===== src/design/usb_bd_params.svh =====
`ifndef USB_BD_PARAMS_SVH
`define USB_BD_PARAMS_SVH

// Descriptor status word fields
`define BD_OWNER_BIT   15
`define BD_DTS_BIT     14
`define BD_PID_MSB     13
`define BD_PID_LSB     10
`define BD_TOGGLE_SYNC_ENABLE_BIT   11
`define BD_BUFFER_STALL_BIT  10
`define BD_BC_MSB      9

// Table base pointer bits that carry the 512-byte aligned table address
`define BD_BASE_MSB    7
`define BD_BASE_LSB    1

// Word select inside a four-byte descriptor
`define BD_STAT_SEL    2'b00
`define BD_ADR_SEL     2'b10

// Top level flag bits
`define TOP_ERR_BIT    1
`define TOP_TRN_BIT    3
`define TOP_STALL_BIT  5

// Error flag bits
`define ERR_TOG_BIT    0
`define ERR_OVR_BIT    1
`define ERR_DMA_BIT    2

// Byte lanes of the 16-bit memory port
`define LANE_LO        2'b01
`define LANE_HI        2'b10
`define LANE_WORD      2'b11

// Reset values
`define FLAGS_RST      8'h00
`define STALL_RST      16'h0000
`define XS_RST         8'h00

`define FIFO_DEPTH_DEF 4

`endif


===== src/design/usb_bd_pkg.sv =====
package usb_bd_pkg;

  typedef enum logic [1:0] {
    PP_NONE        = 2'b00,
    PP_EP0_OUT     = 2'b01,
    PP_ALL         = 2'b10,
    PP_ALL_BUT_EP0 = 2'b11
  } pp_mode_t;

  typedef enum logic [1:0] {
    HS_NONE  = 2'b00,
    HS_ACK   = 2'b01,
    HS_NAK   = 2'b10,
    HS_STALL = 2'b11
  } hs_t;

  typedef enum logic [3:0] {
    ST_IDLE    = 4'b0000,
    ST_RD_STAT = 4'b0001,
    ST_RD_ADR  = 4'b0010,
    ST_TX_RD   = 4'b0011,
    ST_TX_ACK  = 4'b0100,
    ST_TX_WAIT = 4'b0101,
    ST_RX_POP  = 4'b0110,
    ST_RX_WR   = 4'b0111,
    ST_RX_END  = 4'b1000,
    ST_WR_STAT = 4'b1001,
    ST_DONE    = 4'b1010
  } state_t;

  typedef struct packed {
    logic       last;
    logic       has_byte;
    logic [7:0] data;
  } fifo_word_t;

endpackage


===== src/design/fifo_link_if.sv =====
`timescale 1ns/1ps
`default_nettype none
interface fifo_link_if #(parameter int WIDTH = 10);
  logic             in_valid;
  logic             in_ready;
  logic [WIDTH-1:0] in_data;
  logic             out_valid;
  logic             out_ready;
  logic [WIDTH-1:0] out_data;
  modport buffer (input in_valid, in_data, out_ready, output in_ready, out_valid, out_data);
  modport user   (output in_valid, in_data, out_ready, input in_ready, out_valid, out_data);
endinterface
`default_nettype wire


===== src/design/usb_buffer_descriptor_engine.sv =====
`include "usb_bd_params.svh"
`timescale 1ns/1ps
`default_nettype none
module usb_buffer_descriptor_engine
  import usb_bd_pkg::*;
#(
  parameter int FIFO_DEPTH = `FIFO_DEPTH_DEF
) (
  input  wire logic        clk,
  input  wire logic        sys_rst,
  input  wire logic [7:0]  table_base_pointer,
  input  wire logic [1:0]  usb_config_one,
  input  wire logic        host_mode,
  input  wire logic [7:0]  token_command,
  input  wire logic [7:0]  top_int_enable,
  input  wire logic [7:0]  error_int_enable,
  input  wire logic        top_flag_wr,
  input  wire logic [7:0]  top_flag_wr_data,
  input  wire logic        err_flag_wr,
  input  wire logic [7:0]  err_flag_wr_data,
  input  wire logic        stall_flag_wr,
  input  wire logic [15:0] stall_flag_wr_data,
  input  wire logic        tok_valid,
  output logic             tok_ready,
  input  wire logic [3:0]  tok_endpoint,
  input  wire logic        tok_is_in,
  input  wire logic        tok_odd,
  input  wire logic [3:0]  tok_pid,
  input  wire logic        tok_data_toggle,
  input  wire logic        rx_valid,
  output logic             rx_ready,
  input  wire logic [7:0]  rx_data,
  input  wire logic        rx_has_byte,
  input  wire logic        rx_last,
  output logic             tx_valid,
  input  wire logic        tx_ready,
  output logic [7:0]       tx_data,
  output logic             tx_has_byte,
  output logic             tx_last,
  output logic             tx_toggle,
  output logic             hs_valid,
  output logic [1:0]       hs_code,
  output logic             mem_req,
  output logic             mem_we,
  output logic [1:0]       mem_be,
  output logic [15:0]      mem_addr,
  output logic [15:0]      mem_wdata,
  input  wire logic        mem_ack,
  input  wire logic [15:0] mem_rdata,
  output logic [7:0]       top_int_flags,
  output logic [7:0]       error_int_flags,
  output logic [15:0]      endpoint_stall_flag,
  output logic [7:0]       last_transfer_status,
  output logic             irq
);
  typedef struct packed {
    state_t     st;
    logic [3:0] ep;
    logic [3:0] ep_tag;
    logic       is_in;
    logic       odd;
    logic [3:0] pid;
    logic       rx_tog;
    logic [5:0] slot;
    logic [15:0] stat;
    logic [15:0] badr;
    logic [9:0] cnt;
    logic       drop;
    logic       req;
    logic       we;
    logic [1:0] be;
    logic [15:0] addr;
    logic [15:0] wdata;
    logic       push;
    fifo_word_t push_data;
    fifo_word_t hold;
    logic       hs_valid;
    hs_t        hs_code;
    logic [7:0] top_flags;
    logic [7:0] err_flags;
    logic [15:0] ep_stall;
    logic [7:0] xfer_status;
  } eng_t;

  eng_t        e_reg;
  eng_t        e_next;
  logic [5:0]  map_slot;
  logic [3:0]  map_ep;
  logic [7:0]  top_set;
  logic [7:0]  err_set;
  logic [15:0] stall_set;
  logic [16:0] buf_sum;
  logic        buf_wrap;
  logic [9:0]  byte_cnt;
  fifo_word_t  head;

  fifo_link_if #(.WIDTH($bits(fifo_word_t))) link ();

  byte_fifo #(
    .WIDTH ($bits(fifo_word_t)),
    .DEPTH (FIFO_DEPTH)
  ) u_fifo (
    .clk     (clk),
    .sys_rst (sys_rst),
    .lnk     (link.buffer)
  );

  assign map_ep = host_mode ? 4'h0 : tok_endpoint;

  bd_slot_map u_map (
    .ep    (map_ep),
    .is_in (tok_is_in),
    .odd   (tok_odd),
    .mode  (pp_mode_t'(usb_config_one)),
    .slot  (map_slot)
  );

  // One FIFO serves both directions: the engine fills it on IN, the link on OUT
  assign head           = link.out_data;
  assign link.in_valid  = e_reg.is_in ? e_reg.push : rx_valid;
  assign link.in_data   = e_reg.is_in ? e_reg.push_data : {rx_last, rx_has_byte, rx_data};
  assign link.out_ready = e_reg.is_in ? tx_ready : (e_reg.st == ST_RX_POP);
  assign rx_ready       = !e_reg.is_in && link.in_ready;
  assign tx_valid       = e_reg.is_in && link.out_valid;
  assign tx_data        = head.data;
  assign tx_has_byte    = head.has_byte;
  assign tx_last        = head.last;
  assign tok_ready      = (e_reg.st == ST_IDLE);

  assign byte_cnt = e_reg.stat[`BD_BC_MSB:0];
  assign buf_sum  = {1'b0, e_reg.badr} + {7'h00, e_reg.cnt};
  assign buf_wrap = buf_sum[16];

  always_comb begin
    e_next            = e_reg;
    e_next.hs_valid   = 1'b0;
    top_set           = '0;
    err_set           = '0;
    stall_set         = '0;
    if (e_reg.push && link.in_ready) begin
      e_next.push = 1'b0;
    end
    if (e_reg.req && mem_ack) begin
      e_next.req = 1'b0;
    end
    case (e_reg.st)
      ST_IDLE: begin
        if (tok_valid) begin
          e_next.ep     = map_ep;
          e_next.ep_tag = (host_mode && tok_is_in) ? token_command[3:0] : tok_endpoint;
          e_next.is_in  = tok_is_in;
          e_next.odd    = tok_odd;
          e_next.pid    = tok_pid;
          e_next.rx_tog = tok_data_toggle;
          e_next.slot   = map_slot;
          e_next.req    = 1'b1;
          e_next.we     = 1'b0;
          e_next.be     = `LANE_WORD;
          e_next.addr   = {table_base_pointer[`BD_BASE_MSB:`BD_BASE_LSB], 1'b0,
                           map_slot, `BD_STAT_SEL};
          e_next.st     = ST_RD_STAT;
        end
      end
      ST_RD_STAT: begin
        if (mem_ack) begin
          e_next.stat = mem_rdata;
          if (!mem_rdata[`BD_OWNER_BIT]) begin
            e_next.hs_valid = 1'b1;
            e_next.hs_code  = HS_NAK;
            e_next.st       = ST_IDLE;
          end else if (mem_rdata[`BD_BUFFER_STALL_BIT]) begin
            e_next.hs_valid      = 1'b1;
            e_next.hs_code       = HS_STALL;
            stall_set[e_reg.ep]  = 1'b1;
            top_set[`TOP_STALL_BIT] = 1'b1;
            e_next.st            = ST_IDLE;
          end else begin
            e_next.req  = 1'b1;
            e_next.addr = {e_reg.addr[15:2], `BD_ADR_SEL};
            e_next.st   = ST_RD_ADR;
          end
        end
      end
      ST_RD_ADR: begin
        if (mem_ack) begin
          e_next.badr = mem_rdata;
          e_next.cnt  = '0;
          e_next.drop = !e_reg.is_in && e_reg.stat[`BD_TOGGLE_SYNC_ENABLE_BIT]
                        && (e_reg.rx_tog != e_reg.stat[`BD_DTS_BIT]);
          err_set[`ERR_TOG_BIT] = e_next.drop;
          e_next.st   = e_reg.is_in ? ST_TX_RD : ST_RX_POP;
        end
      end
      ST_TX_RD: begin
        if (!e_reg.push && !e_reg.req) begin
          if (byte_cnt == '0 || buf_wrap) begin
            err_set[`ERR_DMA_BIT] = buf_wrap;
            e_next.push      = 1'b1;
            e_next.push_data = '{last: 1'b1, has_byte: 1'b0, data: 8'h00};
            e_next.st        = ST_TX_WAIT;
          end else begin
            e_next.req  = 1'b1;
            e_next.we   = 1'b0;
            e_next.addr = buf_sum[15:0];
            e_next.be   = buf_sum[0] ? `LANE_HI : `LANE_LO;
            e_next.st   = ST_TX_ACK;
          end
        end
      end
      ST_TX_ACK: begin
        if (mem_ack) begin
          e_next.push           = 1'b1;
          e_next.push_data.data = e_reg.addr[0] ? mem_rdata[15:8] : mem_rdata[7:0];
          e_next.push_data.has_byte = 1'b1;
          e_next.push_data.last = (e_reg.cnt + 10'h001 == byte_cnt);
          e_next.cnt            = e_reg.cnt + 10'h001;
          e_next.st             = e_next.push_data.last ? ST_TX_WAIT : ST_TX_RD;
        end
      end
      ST_TX_WAIT: begin
        if (!e_reg.push && !link.out_valid) begin
          e_next.st = ST_WR_STAT;
        end
      end
      ST_RX_POP: begin
        if (link.out_valid) begin
          e_next.hold = head;
          if (head.has_byte && !e_reg.drop && e_reg.cnt < byte_cnt && !buf_wrap) begin
            e_next.req   = 1'b1;
            e_next.we    = 1'b1;
            e_next.addr  = buf_sum[15:0];
            e_next.be    = buf_sum[0] ? `LANE_HI : `LANE_LO;
            e_next.wdata = {head.data, head.data};
            e_next.st    = ST_RX_WR;
          end else begin
            err_set[`ERR_OVR_BIT] = head.has_byte && !e_reg.drop && e_reg.cnt >= byte_cnt;
            err_set[`ERR_DMA_BIT] = head.has_byte && !e_reg.drop && buf_wrap;
            e_next.st = head.last ? ST_RX_END : ST_RX_POP;
          end
        end
      end
      ST_RX_WR: begin
        if (mem_ack) begin
          e_next.cnt = e_reg.cnt + 10'h001;
          e_next.st  = e_reg.hold.last ? ST_RX_END : ST_RX_POP;
        end
      end
      ST_RX_END: begin
        e_next.hs_valid = 1'b1;
        e_next.hs_code  = e_reg.drop ? HS_NONE : HS_ACK;
        e_next.st       = e_reg.drop ? ST_IDLE : ST_WR_STAT;
      end
      ST_WR_STAT: begin
        if (e_reg.req && mem_ack) begin
          e_next.st = ST_DONE;
        end else if (!e_reg.req) begin
          e_next.req   = 1'b1;
          e_next.we    = 1'b1;
          e_next.be    = `LANE_WORD;
          e_next.addr  = {table_base_pointer[`BD_BASE_MSB:`BD_BASE_LSB], 1'b0,
                          e_reg.slot, `BD_STAT_SEL};
          e_next.wdata = {1'b0, e_reg.stat[`BD_DTS_BIT], e_reg.pid, e_reg.cnt};
        end
      end
      ST_DONE: begin
        top_set[`TOP_TRN_BIT] = 1'b1;
        e_next.xfer_status    = {e_reg.ep_tag, e_reg.is_in, e_reg.odd, 2'b00};
        e_next.st             = ST_IDLE;
      end
      default: e_next.st = ST_IDLE;
    endcase
    // Set wins over a clear in the same cycle
    err_set = err_set | (e_reg.err_flags & ~(err_flag_wr ? err_flag_wr_data : 8'h00));
    e_next.err_flags = err_set;
    top_set[`TOP_ERR_BIT] = top_set[`TOP_ERR_BIT] | (|(e_reg.err_flags & error_int_enable));
    e_next.top_flags = top_set
                     | (e_reg.top_flags & ~(top_flag_wr ? top_flag_wr_data : 8'h00));
    e_next.ep_stall  = stall_set
                     | (e_reg.ep_stall & ~(stall_flag_wr ? stall_flag_wr_data : 16'h0000));
  end

  always_ff @(posedge clk or posedge sys_rst) begin
    if (sys_rst) begin
      e_reg             <= '0;
      e_reg.st          <= ST_IDLE;
      e_reg.top_flags   <= `FLAGS_RST;
      e_reg.err_flags   <= `FLAGS_RST;
      e_reg.ep_stall    <= `STALL_RST;
      e_reg.xfer_status <= `XS_RST;
    end else begin
      e_reg <= e_next;
    end
  end

  assign mem_req              = e_reg.req;
  assign mem_we               = e_reg.we;
  assign mem_be               = e_reg.be;
  assign mem_addr             = e_reg.addr;
  assign mem_wdata            = e_reg.wdata;
  assign hs_valid             = e_reg.hs_valid;
  assign hs_code              = e_reg.hs_code;
  assign tx_toggle            = e_reg.stat[`BD_DTS_BIT];
  assign top_int_flags        = e_reg.top_flags;
  assign error_int_flags      = e_reg.err_flags;
  assign endpoint_stall_flag  = e_reg.ep_stall;
  assign last_transfer_status = e_reg.xfer_status;
  assign irq                  = |(e_reg.top_flags & top_int_enable);
endmodule
`default_nettype wire


===== src/design/bd_slot_map.sv =====
`timescale 1ns/1ps
`default_nettype none
module bd_slot_map
  import usb_bd_pkg::*;
(
  input  wire logic [3:0] ep,
  input  wire logic       is_in,
  input  wire logic       odd,
  input  wire pp_mode_t   mode,
  output logic      [5:0] slot
);
  logic [6:0] n2;
  logic [6:0] n4;
  logic [6:0] s;

  always_comb begin
    n2 = {2'b00, ep, 1'b0};
    n4 = {1'b0, ep, 2'b00};
    case (mode)
      PP_NONE:        s = n2 + {6'h00, is_in};
      PP_EP0_OUT: begin
        if (ep == 4'h0) begin
          s = is_in ? 7'h02 : {6'h00, odd};
        end else begin
          s = n2 + 7'h01 + {6'h00, is_in};
        end
      end
      PP_ALL:         s = n4 + {5'h00, is_in, odd};
      PP_ALL_BUT_EP0: begin
        if (ep == 4'h0) begin
          s = {6'h00, is_in};
        end else begin
          s = n4 - 7'h02 + {5'h00, is_in, odd};
        end
      end
      default:        s = 7'h00;
    endcase
    slot = s[5:0];
  end
endmodule
`default_nettype wire


===== src/design/byte_fifo.sv =====
`timescale 1ns/1ps
`default_nettype none
module byte_fifo #(
  parameter int WIDTH = 10,
  parameter int DEPTH = 4
) (
  input  wire logic     clk,
  input  wire logic     sys_rst,
  fifo_link_if.buffer   lnk
);
  localparam int AW = (DEPTH > 1) ? $clog2(DEPTH) : 1;

  if (DEPTH < 2 || (DEPTH & (DEPTH - 1)) != 0 || WIDTH < 1) begin : g_bad_cfg
    $error("byte_fifo: DEPTH must be a power of two of at least 2");
  end

  typedef struct packed {
    logic [DEPTH-1:0][WIDTH-1:0] mem;
    logic [AW-1:0]               wp;
    logic [AW-1:0]               rp;
    logic [AW:0]                 cnt;
  } fifo_state_t;

  fifo_state_t f_reg;
  fifo_state_t f_next;
  logic        do_push;
  logic        do_pop;

  assign lnk.in_ready  = (f_reg.cnt != DEPTH[AW:0]);
  assign lnk.out_valid = (f_reg.cnt != '0);
  assign lnk.out_data  = f_reg.mem[f_reg.rp];

  always_comb begin
    f_next  = f_reg;
    do_push = lnk.in_valid && lnk.in_ready;
    do_pop  = lnk.out_valid && lnk.out_ready;
    if (do_push) begin
      f_next.mem[f_reg.wp] = lnk.in_data;
      f_next.wp            = f_reg.wp + 1'b1;
    end
    if (do_pop) begin
      f_next.rp = f_reg.rp + 1'b1;
    end
    f_next.cnt = f_reg.cnt + {{AW{1'b0}}, do_push} - {{AW{1'b0}}, do_pop};
  end

  always_ff @(posedge clk or posedge sys_rst) begin
    if (sys_rst) begin
      f_reg <= '0;
    end else begin
      f_reg <= f_next;
    end
  end
endmodule
`default_nettype wire


===== config.mk =====
export PLATFORM = sky130hd
export DESIGN_NAME = usb_buffer_descriptor_engine
export DESIGN_NICKNAME = d
export VERILOG_FILES = /design/src/design/usb_bd_pkg.sv /design/src/design/fifo_link_if.sv /design/src/design/usb_buffer_descriptor_engine.sv /design/src/design/bd_slot_map.sv /design/src/design/byte_fifo.sv
export VERILOG_INCLUDE_DIRS = /design/src /design/src/design
export SDC_FILE = /design/constraint.sdc
export NUM_CORES = 1
export LEC_CHECK = 0
export BUFFER_PORTS_ARGS = -buffer_cell sky130_fd_sc_hd__clkbuf_2
export CORE_ASPECT_RATIO = 1.5
export CORE_UTILIZATION = 42
export CTS_BUF_LIST = sky130_fd_sc_hd__clkbuf_4 sky130_fd_sc_hd__clkbuf_8
export DETAILED_ROUTE_END_ITERATION = 10
export GPL_TIMING_DRIVEN = 1
export PLACE_DENSITY_LB_ADDON = 0.1
export SLEW_MARGIN = 20
export SYNTH_ARGS = -nofsm -noshare
export SYNTH_HDL_FRONTEND = slang
export SYNTH_SLANG_ARGS = --single-unit
export TNS_END_PERCENT = 20

===== constraint.sdc =====
create_clock -name clk -period 16.6 [get_ports clk]
set_input_delay 2.49 -clock clk [delete_from_list [all_inputs] [get_ports clk]]
set_output_delay 2.49 -clock clk [all_outputs]
set_load 0.01 [all_outputs]

# == Word level (Yosys, flattened, before mapping) ==
# Cells that the tools add are included.
# word_totals
register_bits,203
# classes
n_addsub,12
order_cmp,7
n_eq_ne,34
n_mux,88
bitwise_logic,12
n_reduce_logical,51
# ops
operator,count
$mux 36,4
$mux 16,5
$pmux 16 s5,1
$mux 20,3
$mux 4,14
$mux 11,4
$bwmux 40,1
$mux 10,4
$pmux 4 s10,1
$and 8x8->8,4
$pmux 16 s2,1
$ne 2x2->1 const B,15
$mux 25,1
$mux 8,3
$pmux 6 s4,1
$pmux 11 s2,1
$bmux 10 s2,1
$demux 10 s2,1
$mux 1,20
$pmux 10 s2,1
$logic_and 1x1->1,18
$mux 2,9
$reduce_and 9->1,2
$add 16x10->17,1
56 further kinds,88

# == Longest topological paths before layout ==
# Gate-level depths: netlist (run 1).
# logic_depth
depth_word,9
depth_mapped,12

# == Cells and area by module ==
# From an unflattened synthesis (run 1), not the netlist that was laid out.
# hier_totals
cells_unflattened,1102
area_unflattened_um2,11636.2
# modules_own_cells
mod,n_inst,cells_per_inst,area_per_inst_um2,seq_area_each_um2
usb_buffer_descriptor_engine,1,923,8982.4,3828.7
byte_fifo,1,132,2319.7,1176.1
bd_slot_map,1,47,334.1,0.0

# == Worst setup path after synthesis (run 1) ==
# OpenSTA, ideal clock, no wires.
# synth_timing
kind,input -> output
from,in top_int_enable[3]
to,out irq
t_arrival_ns,2.811
setup_slack_ns,11.299
path_stages,2
n_path_buf,0
cell_sequence,a22oi_1 > nand4_1
# synth_via
elab_chain_len,2
# synth_lines
item,line_no,source
"start, declared",usb_buffer_descriptor_engine.sv:15,"input wire logic [7:0] top_int_enable,"
$and 8x8->8,usb_buffer_descriptor_engine.sv:307,assign irq = |(e_reg.top_flags & top_int_enable);
$reduce_or 8->1,usb_buffer_descriptor_engine.sv:307,
"end, declared",usb_buffer_descriptor_engine.sv:54,output logic irq
# No other way between the ends.

# == Worst setup path in the final report (run 1) ==
# layout_timing
from,in top_int_enable[1]
to,out irq
# Same word-level chain as after synthesis.

==> results.toml, run 1 <==
[status]
status = "complete, no violations"

[cts]
cts-root-buf = "clkbuf_8"
cts_tree = "built"
ctsResizeCount = 0
postCtsSetupBuffers = 0
cts.path.max_buffers = 2
worstSkewPairLatency_ns = 0.48
cts_sinks = 200
hold_buffers = 0
h-tree-depth = 4
numCtsBuffers = 17
cts.clk_slew.worst_paths_ns = 0.10

[setup_path]
startpoint = "top_int_enable[1]"
start_kind = "input pin"
critPathArrivalTime_ns = 3.01
r2r-start = "e_reg[106]"
end_kind = "output pin"
path_class = "in2out"
rr_endpoint = "mem_wdata[10]"
cp-endpoint = "irq"
rrSetupSlack_ns = 13.08
crit_path_max_fanout = 1
reg2reg_depth = 8
critPathRequiredTime_ns = 14.11

[logic_synthesis]
ys.flop_type = "dfrtp_1"
async_flop_share_pct = 100
ys_seq_area_share_pct = 45.0
ys_warn_count = 0
syn_area_um2 = 11100
synth.avg_cell_area_um2 = 9.81
ys_ff_latch = 200
syn_inst = 1134
ys_types = 81
synth_edf_count = 0

[drt]
avgRoutedWirePerCell_um = 19.1
routed_wl_um = 30000
vias = 8571
drcViolationCount = 0
ant_nets = 0
via_per_inst = 5.46
drtPass1Iterations = 6
drtIter0Drc = 318

[power_and_ir_drop]
p_seq_share_pct = 41.5
clockPowerShare_pct = 15.5
powerDensity_nw_per_um2 = 166
combinationalPowerShare_pct = 43.1
ir_worst_vdd_mv = 0.0733
finalPower_mw = 2.03
switching_share_pct = 41.5
p_switching_mw = 0.841
internal-power_mw = 1.18
leakage_nw = 5.80

[sta]
final-hold-violation-count = 0
rsz0062_at_grt = "false"
max_freq_ghz = 0.182
post-route-min-period_ns = 5.50
setup_viol = 0
slew_headroom_pct = 31.7
finalSetupTns_ns = 0
skew_ns = 0.0145
worst_pin_slew_ns = 1.02
period_share_pct = 33.2
setup_ws_ns = 11.10
maxSlewViolCount = 0
whs_ns = 0.482

[die]
die-width_um = 135
initial_core_util_pct = 42.9
dieArea_um2 = 27200
core_region_area_um2 = 25900
std_cell_rows = 72
io_pins = 207
die_h_um = 201

[finish]
final_core_util_pct = 46.9
layout-drive-gt1-share_pct = 24.6
largest_reg_flops = 65
area_growth_pct = 9.46
instances_no_fill = 1569
nets = 1368
design_area_um2 = 12200
nFillCells = 2537
n_antenna_cell = 0

[placed_design]
gp_routability_congestion = 0.911
placed_cells = 1537
dp_slack_ns = 11.07
placed_cell_area_um2 = 11800
hpwl_um = 22700
port_buffers = 199

[global_route]
grt_max_degree = 73
antenna_found_initial = 0
grt_usage_pct = 22.7
grt_overflow = 0
grt_pass1_wl_um = 47100
grt_pass1_vias = 8444

[min_path]
hold_class = "reg2reg"

[job]
cap_viol_max_count = 0
-- power groups by stage --
| stage | registers (mW) | logic [mW] | clock network [mW] |
|---|---|---|---|
| floorplan | 0.765 | 0.737 | 0 |
| global placement | 0.846 | 0.868 | 0 |
| detailed placement | 0.851 | 0.881 | 0 |
| CTS | 0.842 | 0.885 | 0.325 |
| global route | 0.869 | 0.976 | 0.340 |
| finish | 0.840 | 0.873 | 0.313 |
-- layer usage --
layer	part of all wire, %	GRT usage, %
met5	0	0
met4	2.7	8.47
met3	4.4	3.83
met2	52	40.4
met1	41	27.0
-- worst min-delay path by stage --
stage	start	endpoint	cells after the start
6_report	e_reg[158]	e_reg[158]	2
5_1_grt	endpoint_stall_flag[3]	endpoint_stall_flag[3]	2
4_1_cts	e_reg[138]	e_reg[138]	2
3_5_place_dp	e_reg[138]	e_reg[138]	2
3_3_place_gp	e_reg[158]	e_reg[158]	2
2_1_floorplan	e_reg[138]	e_reg[138]	2
-- final cells by class --
| cell class | instances | area, µm² | area share, % |
|---|---|---|---|
| inverters | 40 | 158 | 1.29 |
| well taps | 333 | 417 | 3.42 |
| repair buffers | 205 | 1040 | 8.55 |
| clock inverters | 12 | 119 | 0.976 |
| flip-flops and latches | 200 | 5000 | 41.1 |
| multi-input cells | 759 | 5170 | 42.4 |
| clock buffers | 20 | 269 | 2.21 |
-- cell families after synthesis --
logic type	after synthesis	share of synthesized area, %
simple gates	317	13.2
compound gates	290	17.3
flops	200	45.0
buf+inv	176	8.63
mux	80	9.07
xor+xnor	38	2.99
fa+ha+maj	32	3.73
other cells	1	0.0337
-- cell usage after synthesis, types with 25 or more instances --
| cell | instances | area share (%) |
|---|---|---|
| nand3_1 | 27 | 1.2 |
| mux2i_1 | 25 | 2.2 |
| a21oi_1 | 34 | 1.5 |
| nor2_1 | 57 | 1.9 |
| nand2_1 | 157 | 5.3 |
| inv_1 | 40 | 1.3 |
| mux2_2 | 32 | 3.2 |
| dfrtp_1 | 200 | 45 |
| buf_4 | 76 | 5.1 |
| ha_1 | 30 | 3.4 |
| clkbuf_1 | 48 | 1.6 |
| o21ai_0 | 102 | 4.6 |
-- critical path: stages --
cell      delay (ns)
clkbuf_2        0.08
a22oi_1         0.21
nand4_1         0.10
clkbuf_2        0.14
-- cells in the final DEF, fill, tap and decap left out, drive strengths merged, types with 5 or more instances in the layout --
cell | Yosys | layout
buf | 88 | 6
a21boi | 13 | 13
and3 | 7 | 7
a21oi | 35 | 35
o21ai | 112 | 112
o21a | 6 | 6
nor3 | 10 | 10
o31ai | 7 | 7
nand2 | 157 | 157
inv | 40 | 43
clkbuf | 48 | 219
mux2i | 25 | 25
a31oi | 7 | 7
nand4 | 7 | 7
a21o | 11 | 11
o2bb2ai | 10 | 10
mux2 | 45 | 45
dfrtp | 200 | 200
a22oi | 21 | 21
mux4 | 10 | 10
nor4 | 5 | 5
ha | 30 | 30
nand2b | 17 | 17
xnor2 | 21 | 21
nand3 | 28 | 28
a22o | 11 | 11
xor2 | 17 | 17
nor2b | 8 | 8
o211ai | 11 | 11
o221ai | 7 | 7
nor2 | 57 | 57
clkinv | 0 | 5
Note: power is estimated with default switching activity, not from simulation.
==> run 2, diff against run 1 <==
--- a/config.mk
+++ b/config.mk
@@ -6,6 +6,7 @@
 export SDC_FILE = /design/constraint.sdc
 export NUM_CORES = 1
 export LEC_CHECK = 0
+export ABC_AREA = 1
 export BUFFER_PORTS_ARGS = -buffer_cell sky130_fd_sc_hd__clkbuf_2
 export CORE_ASPECT_RATIO = 1.5
 export CORE_UTILIZATION = 42
==> constraint.sdc (replaced) <==
create_clock -name clk -period 4.8 [get_ports clk]
set_input_delay 0.72 -clock clk [delete_from_list [all_inputs] [get_ports clk]]
set_output_delay 0.72 -clock clk [all_outputs]
set_load 0.01 [all_outputs]
==> run 2 against run 1 <==
Clock-buffer cell count unchanged. Core utilization increased by 0.67 points. Cell count increased by 24%. Clock power increased to 4.1 times the previous value. Critical path depth increased by 11. Hold slack got worse by 0.13 ns. Critical endpoint is now e_reg[58]. Area after synthesis increased by 3.0%. Combinational power increased to 4.0 times the previous value. Sequential share of layout area decreased by 1.7 points. Die area increased by 3.0%. Clock skew increased by 0.0028 ns. First-iteration DRC count increased by 90%.
==> results.toml, run 2 <==
[status]
status = "complete, no violations"

[power_and_ir_drop]
switching_share_pct = 44.7
internal-power_mw = 4.29
p_seq_share_pct = 38.2
powerDensity_nw_per_um2 = 611
ir_worst_vdd_mv = 0.264
leakage_nw = 6.87
p_switching_mw = 3.46
finalPower_mw = 7.75
clockPowerShare_pct = 16.6
combinationalPowerShare_pct = 45.1

[sta]
post-route-min-period_ns = 3.07
period_share_pct = 63.9
final-hold-violation-count = 0
skew_ns = 0.0173
max_freq_ghz = 0.326
rsz0062_at_grt = "false"
worst_pin_slew_ns = 0.939
slew_headroom_pct = 36.9
whs_ns = 0.355
setup_viol = 0
finalSetupTns_ns = 0
maxSlewViolCount = 0

[setup_path]
critPathMostFrequentCell = "nand2_1"
slowest_delay_ns = 0.61
crit_path_top_delay_cell = "dfrtp_1"
critPathArrivalTime_ns = 3.42
rr_endpoint = "e_reg[58]"
reg2reg_depth = 15
end_kind = "flop"
path_class = "reg2reg"
crit_chain = "ha_1 > inv_1 > fa_1 > inv_1 > nand3_1 > nand2_1 > nand2_1 > nand2_1 > nand2_1 > nand3_1 > nand2_1 > nand2_1 > nand3b_1 > nand2_1 > o21ai_0"
rrSetupSlack_ns = 1.73
crit_path_max_fanout = 11
r2r-start = "e_reg[101]"
critPathRequiredTime_ns = 5.16
start_kind = "flop"

[drt]
drtPass1Iterations = 5
via_per_inst = 5.06
routed_wl_um = 33000
avgRoutedWirePerCell_um = 16.9
vias = 9851
drtIter0Drc = 603
drcViolationCount = 0
ant_nets = 0

[placed_design]
hpwl_um = 25900
placed_cells = 1914
placed_cell_area_um2 = 12200
gp_routability_congestion = 0.921
port_buffers = 199

[die]
die_h_um = 204
io_pins = 207
initial_core_util_pct = 43.0
die-width_um = 137
std_cell_rows = 73
core_region_area_um2 = 26700
dieArea_um2 = 28000

[global_route]
grt_usage_pct = 24.4
busiest_layer = "met2"
use_met3_pct = 3.13
grt_pass1_wl_um = 51100
antenna_found_initial = 0
grt_max_degree = 102
grt_overflow = 0
use_met1_pct = 27.9
grt_pass1_vias = 9671
use_met2_pct = 45.1

[logic_synthesis]
ys_seq_area_share_pct = 43.7
ys_types = 45
ys.flop_type = "dfrtp_1"
synth_commonest_cells = "nand2_1 (472), dfrtp_1 (200), inv_1 (160)"
synth_area_leaders = "dfrtp_1 (44%), nand2_1 (15%), o21ai_0 (5.6%)"
synth_top_area_cell = "dfrtp_1"
ys_ff_latch = 200
async_flop_share_pct = 100
ys_warn_count = 0
syn_inst = 1481
yosysMostFrequentCell = "nand2_1"
synth_top_area_share_pct = 43.7
synth.avg_cell_area_um2 = 7.74
synth_edf_count = 0
syn_area_um2 = 11500

[cts]
cts.clk_slew.worst_paths_ns = 0.11
h-tree-depth = 4
ctsResizeCount = 0
hold_buffers = 0
postCtsSetupBuffers = 0
cts-root-buf = "clkbuf_8"
cts_tree = "built"
cts_sinks = 200
worstSkewPairLatency_ns = 0.49
cts.path.max_buffers = 2
numCtsBuffers = 17

[finish]
instances_no_fill = 1946
largest_reg_flops = 65
design_area_um2 = 12700
nets = 1741
n_antenna_cell = 0
layout_commonest_cell = "nand2_1"
layout-drive-gt1-share_pct = 18.8
area_growth_pct = 10.8
final_cell_mix = "nand2_1 (472), dfrtp_1 (200), clkbuf_2 (199)"

[job]
cap_viol_max_count = 0

[min_path]
hold_class = "in2async"
==> run 2: critical path: cells and delay by family (launching register included) <==
kind	cells	cell delay, ns
AOI/OAI and AO/OA	1	0.11
adders and majority gates	2	0.63
buffers and inverters	2	0.12
DFF	1	0.61
and+or+nand+nor	10	1.46
==> run 2: worst max path at each step <==
stage	start	end	slack, ns	depth (start not counted)
after floorplan	sys_rst	byte_cnt[0]	1.49	1
after global placement	e_reg[101]	e_reg[54]	1.78	15
after detailed placement	e_reg[101]	e_reg[58]	1.73	15
after CTS	e_reg[101]	e_reg[58]	1.70	15
after global routing	e_reg[101]	e_reg[58]	1.33	15
final	e_reg[101]	e_reg[58]	1.73	15
==> run 2: metal layers <==
metal / part of all wire (%) / vias to the layer above
met4: 3.2 / 0
met3: 3.5 / 62
met5: 0 / -
met2: 53 / 265
met1: 40 / 4642
li1: - / 4882
==> run 2: cell families (layout without fill, tap and decap cells) <==
| group | after synthesis | in the layout | share of synthesized area, % |
|---|---|---|---|
| multiplexers | 40 | 40 | 3.92 |
| other | 1 | 2 | 0.0327 |
| buffers and inverters | 273 | 400 | 11.8 |
| flip-flops | 200 | 200 | 43.7 |
| AND/OR/NAND/NOR | 709 | 709 | 25.4 |
| adder cells (fa/ha/maj) | 32 | 32 | 3.62 |
| XOR/XNOR | 16 | 16 | 1.22 |
| AO/OA/AOI/OAI | 210 | 210 | 10.3 |
==> run 2: power by group through the flow <==
stage | clock network (mW) | logic, mW | registers [mW]
global route | 1.39 | 4.01 | 3.04
floorplan | 0 | 2.81 | 2.71
CTS | 1.33 | 3.54 | 2.96
finish | 1.29 | 3.50 | 2.96
detailed placement | 0 | 3.53 | 3.00
global placement | 0 | 3.48 | 2.98
==> run 2: stage by stage <==
step | setup WS (ns) | utilization (%)
6_report | 1.73 | 47.6
5_1_grt | 1.33 | 47.6
4_1_cts | 1.70 | 47.6
2_1_floorplan | 1.49 | -
3_5_place_dp | 1.73 | 45.8
3_3_place_gp | 1.78 | 45.8
==> run 2: layout make-up <==
class / instances / area [µm²]
clock buffers: 20 / 269
clock inverters: 12 / 209
fillers: 2761 / 14000
inverters: 165 / 623
multi-input cells: 1009 / 5120
flip-flops and latches: 200 / 5000
well taps: 337 / 422
repair buffers: 203 / 1050
==> run 3, diff against run 2 <==
==> constraint.sdc (replaced) <==
create_clock -name clk -period 2.8 [get_ports clk]
set_input_delay 0.42 -clock clk [delete_from_list [all_inputs] [get_ports clk]]
set_output_delay 0.42 -clock clk [all_outputs]
set_load 0.01 [all_outputs]
==> run 3 against run 2 <==
Clock-buffer cell count is 1 lower. Wire length is 0.75% higher. Core utilization is 0.76 points higher. Critical path depth stayed put. First-iteration DRC count is 22% lower. Via count is 1.1% higher. Clock skew is 0.0029 ns higher. Die area stayed put. Sequential power is 66% higher. Global-route usage is 0.13 points higher. Largest cell class unchanged.
==> results.toml, run 3 (same netlist as run 2, synthesis figures left out) <==
[sta]
skew_ns = 0.0201
maxSlewViolCount = 0
whs_ns = 0.117
setup_ws_ns = 0.319
rsz0062_at_grt = "false"
max_freq_ghz = 0.403
period_share_pct = 88.6
finalSetupTns_ns = 0
worst_pin_slew_ns = 1.01
setup_viol = 0
post-route-min-period_ns = 2.48
slew_headroom_pct = 32.3
final-hold-violation-count = 0

[drt]
via_per_inst = 5.03
drtPass1Iterations = 5
drtIter0Drc = 472
routed_wl_um = 33200
ant_nets = 0
drcViolationCount = 0
vias = 9958
avgRoutedWirePerCell_um = 16.8

[setup_path]
rrSetupSlack_ns = 0.32
slowest_delay_ns = 0.40
path_class = "reg2reg"
rr_endpoint = "mem_be[1]"
r2r-start = "e_reg[111]"
crit_path_top_delay_cell = "dfrtp_1"
start_kind = "flop"
crit_path_max_fanout = 23
cp-endpoint = "mem_be[1]"
crit_chain = "ha_1 > inv_1 > fa_1 > inv_1 > nand3_1 > nand2_1 > nand3_1 > nand3_1 > nand2_2 > nand2_2 > nand2_4 > nand3_4 > nand2_1 > o21ai_0 > inv_1"
crit_cells = 15
path_buf_inv = 3
reg2reg_depth = 15
startpoint = "e_reg[111]"
cp_top_family = "simple AND/OR/NAND/NOR gates"
end_kind = "flop"
critPathArrivalTime_ns = 2.85
critPathRequiredTime_ns = 3.17

[finish]
regArea_um2 = 5000
largest_reg_flops = 65
layout-drive-gt1-share_pct = 20.4
multiInputGateArea_um2 = 5120
layout_commonest_cell = "nand2_1"
final_core_util_pct = 48.4
final_cell_mix = "nand2_1 (471), dfrtp_1 (200), clkbuf_2 (199)"
n_antenna_cell = 0
area_growth_pct = 12.5
nets = 1773
nFillCells = 2753
design_area_um2 = 12900
instances_no_fill = 1978

[min_path]
hold_class = "in2reg"

[global_route]
grt_pass1_vias = 9746
grt_max_degree = 73
grt_usage_pct = 24.5
antenna_found_initial = 0
grt_overflow = 0
grt_pass1_wl_um = 51600

[die]
io_pins = 207
die_h_um = 204
core_region_area_um2 = 26700
std_cell_rows = 73
die-width_um = 137
dieArea_um2 = 28000
initial_core_util_pct = 43.0

[placed_design]
gp_routability_congestion = 0.909
port_buffers = 199
placed_cell_area_um2 = 12500
hpwl_um = 26400
dp_slack_ns = 0.190
placed_cells = 1945

[cts]
cts_tree = "built"
cts.path.max_buffers = 2
postCtsSetupBuffers = 0
cts_sinks = 200
h-tree-depth = 4
worstSkewPairLatency_ns = 0.48
cts.clk_slew.worst_paths_ns = 0.10
cts-root-buf = "clkbuf_8"
numCtsBuffers = 17

[job]
cap_viol_max_count = 0

[status]
status = "complete, no violations"

[power_and_ir_drop]
finalPower_mw = 13.3
ir_worst_vdd_mv = 0.553
powerDensity_nw_per_um2 = 1030
leakage_nw = 7.01
==> run 3: changes by cell type in the layout (fill, tap and decap cells not counted), sizes merged <==
cell / before / now
clkbuf: 219 / 218
bufinv: 5 / 2
buf: 4 / 35
clkinv: 1 / 5
dlygate4sd3: 0 / 1
==> run 3: power by group <==
group,total [mW],internal [mW],switching [mW]
sequential,4.90,4.04,0.868
clock,1.99,0.873,1.11
combinational,6.41,2.36,4.05
==> run 3: worst min-delay path by stage <==
stage	from	end	slack (ns)	depth (start not counted)
floorplan	e_reg[61]	e_reg[61]	0.44	2
global placement	sys_rst	mem_addr[7]	0.45	2
detailed placement	sys_rst	mem_addr[7]	0.44	2
CTS	top_flag_wr_data[7]	top_int_flags[7]	0.08	2
global route	top_flag_wr_data[4]	top_int_flags[4]	0.08	2
finish	top_flag_wr_data[7]	top_int_flags[7]	0.12	2
==> run 3: area by class of cell <==
class,count,area share (%)
clock buffers,19,2.03
clock inverters,13,1.27
inverters,165,4.83
multi-input cells,1009,39.7
flip-flops and latches,200,38.8
well taps,337,3.27
repair buffers,235,10.1
==> run 3: per-layer routing <==
layer	part of all wire, %	up-vias	global-route usage, %
li1	-	4956	-
met1	41	4708	28.4
met2	52	242	44.8
met3	3.6	52	3.40
met4	3.1	0	9.77
met5	0	-	0
==> run 3: repair_timing <==
item                                   in CTS  in global routing
resized for setup                           0                  1
setup endpoints to repair                   0                 13
endpoints found under the hold margin      13                  0
hold buffers                                1                  0
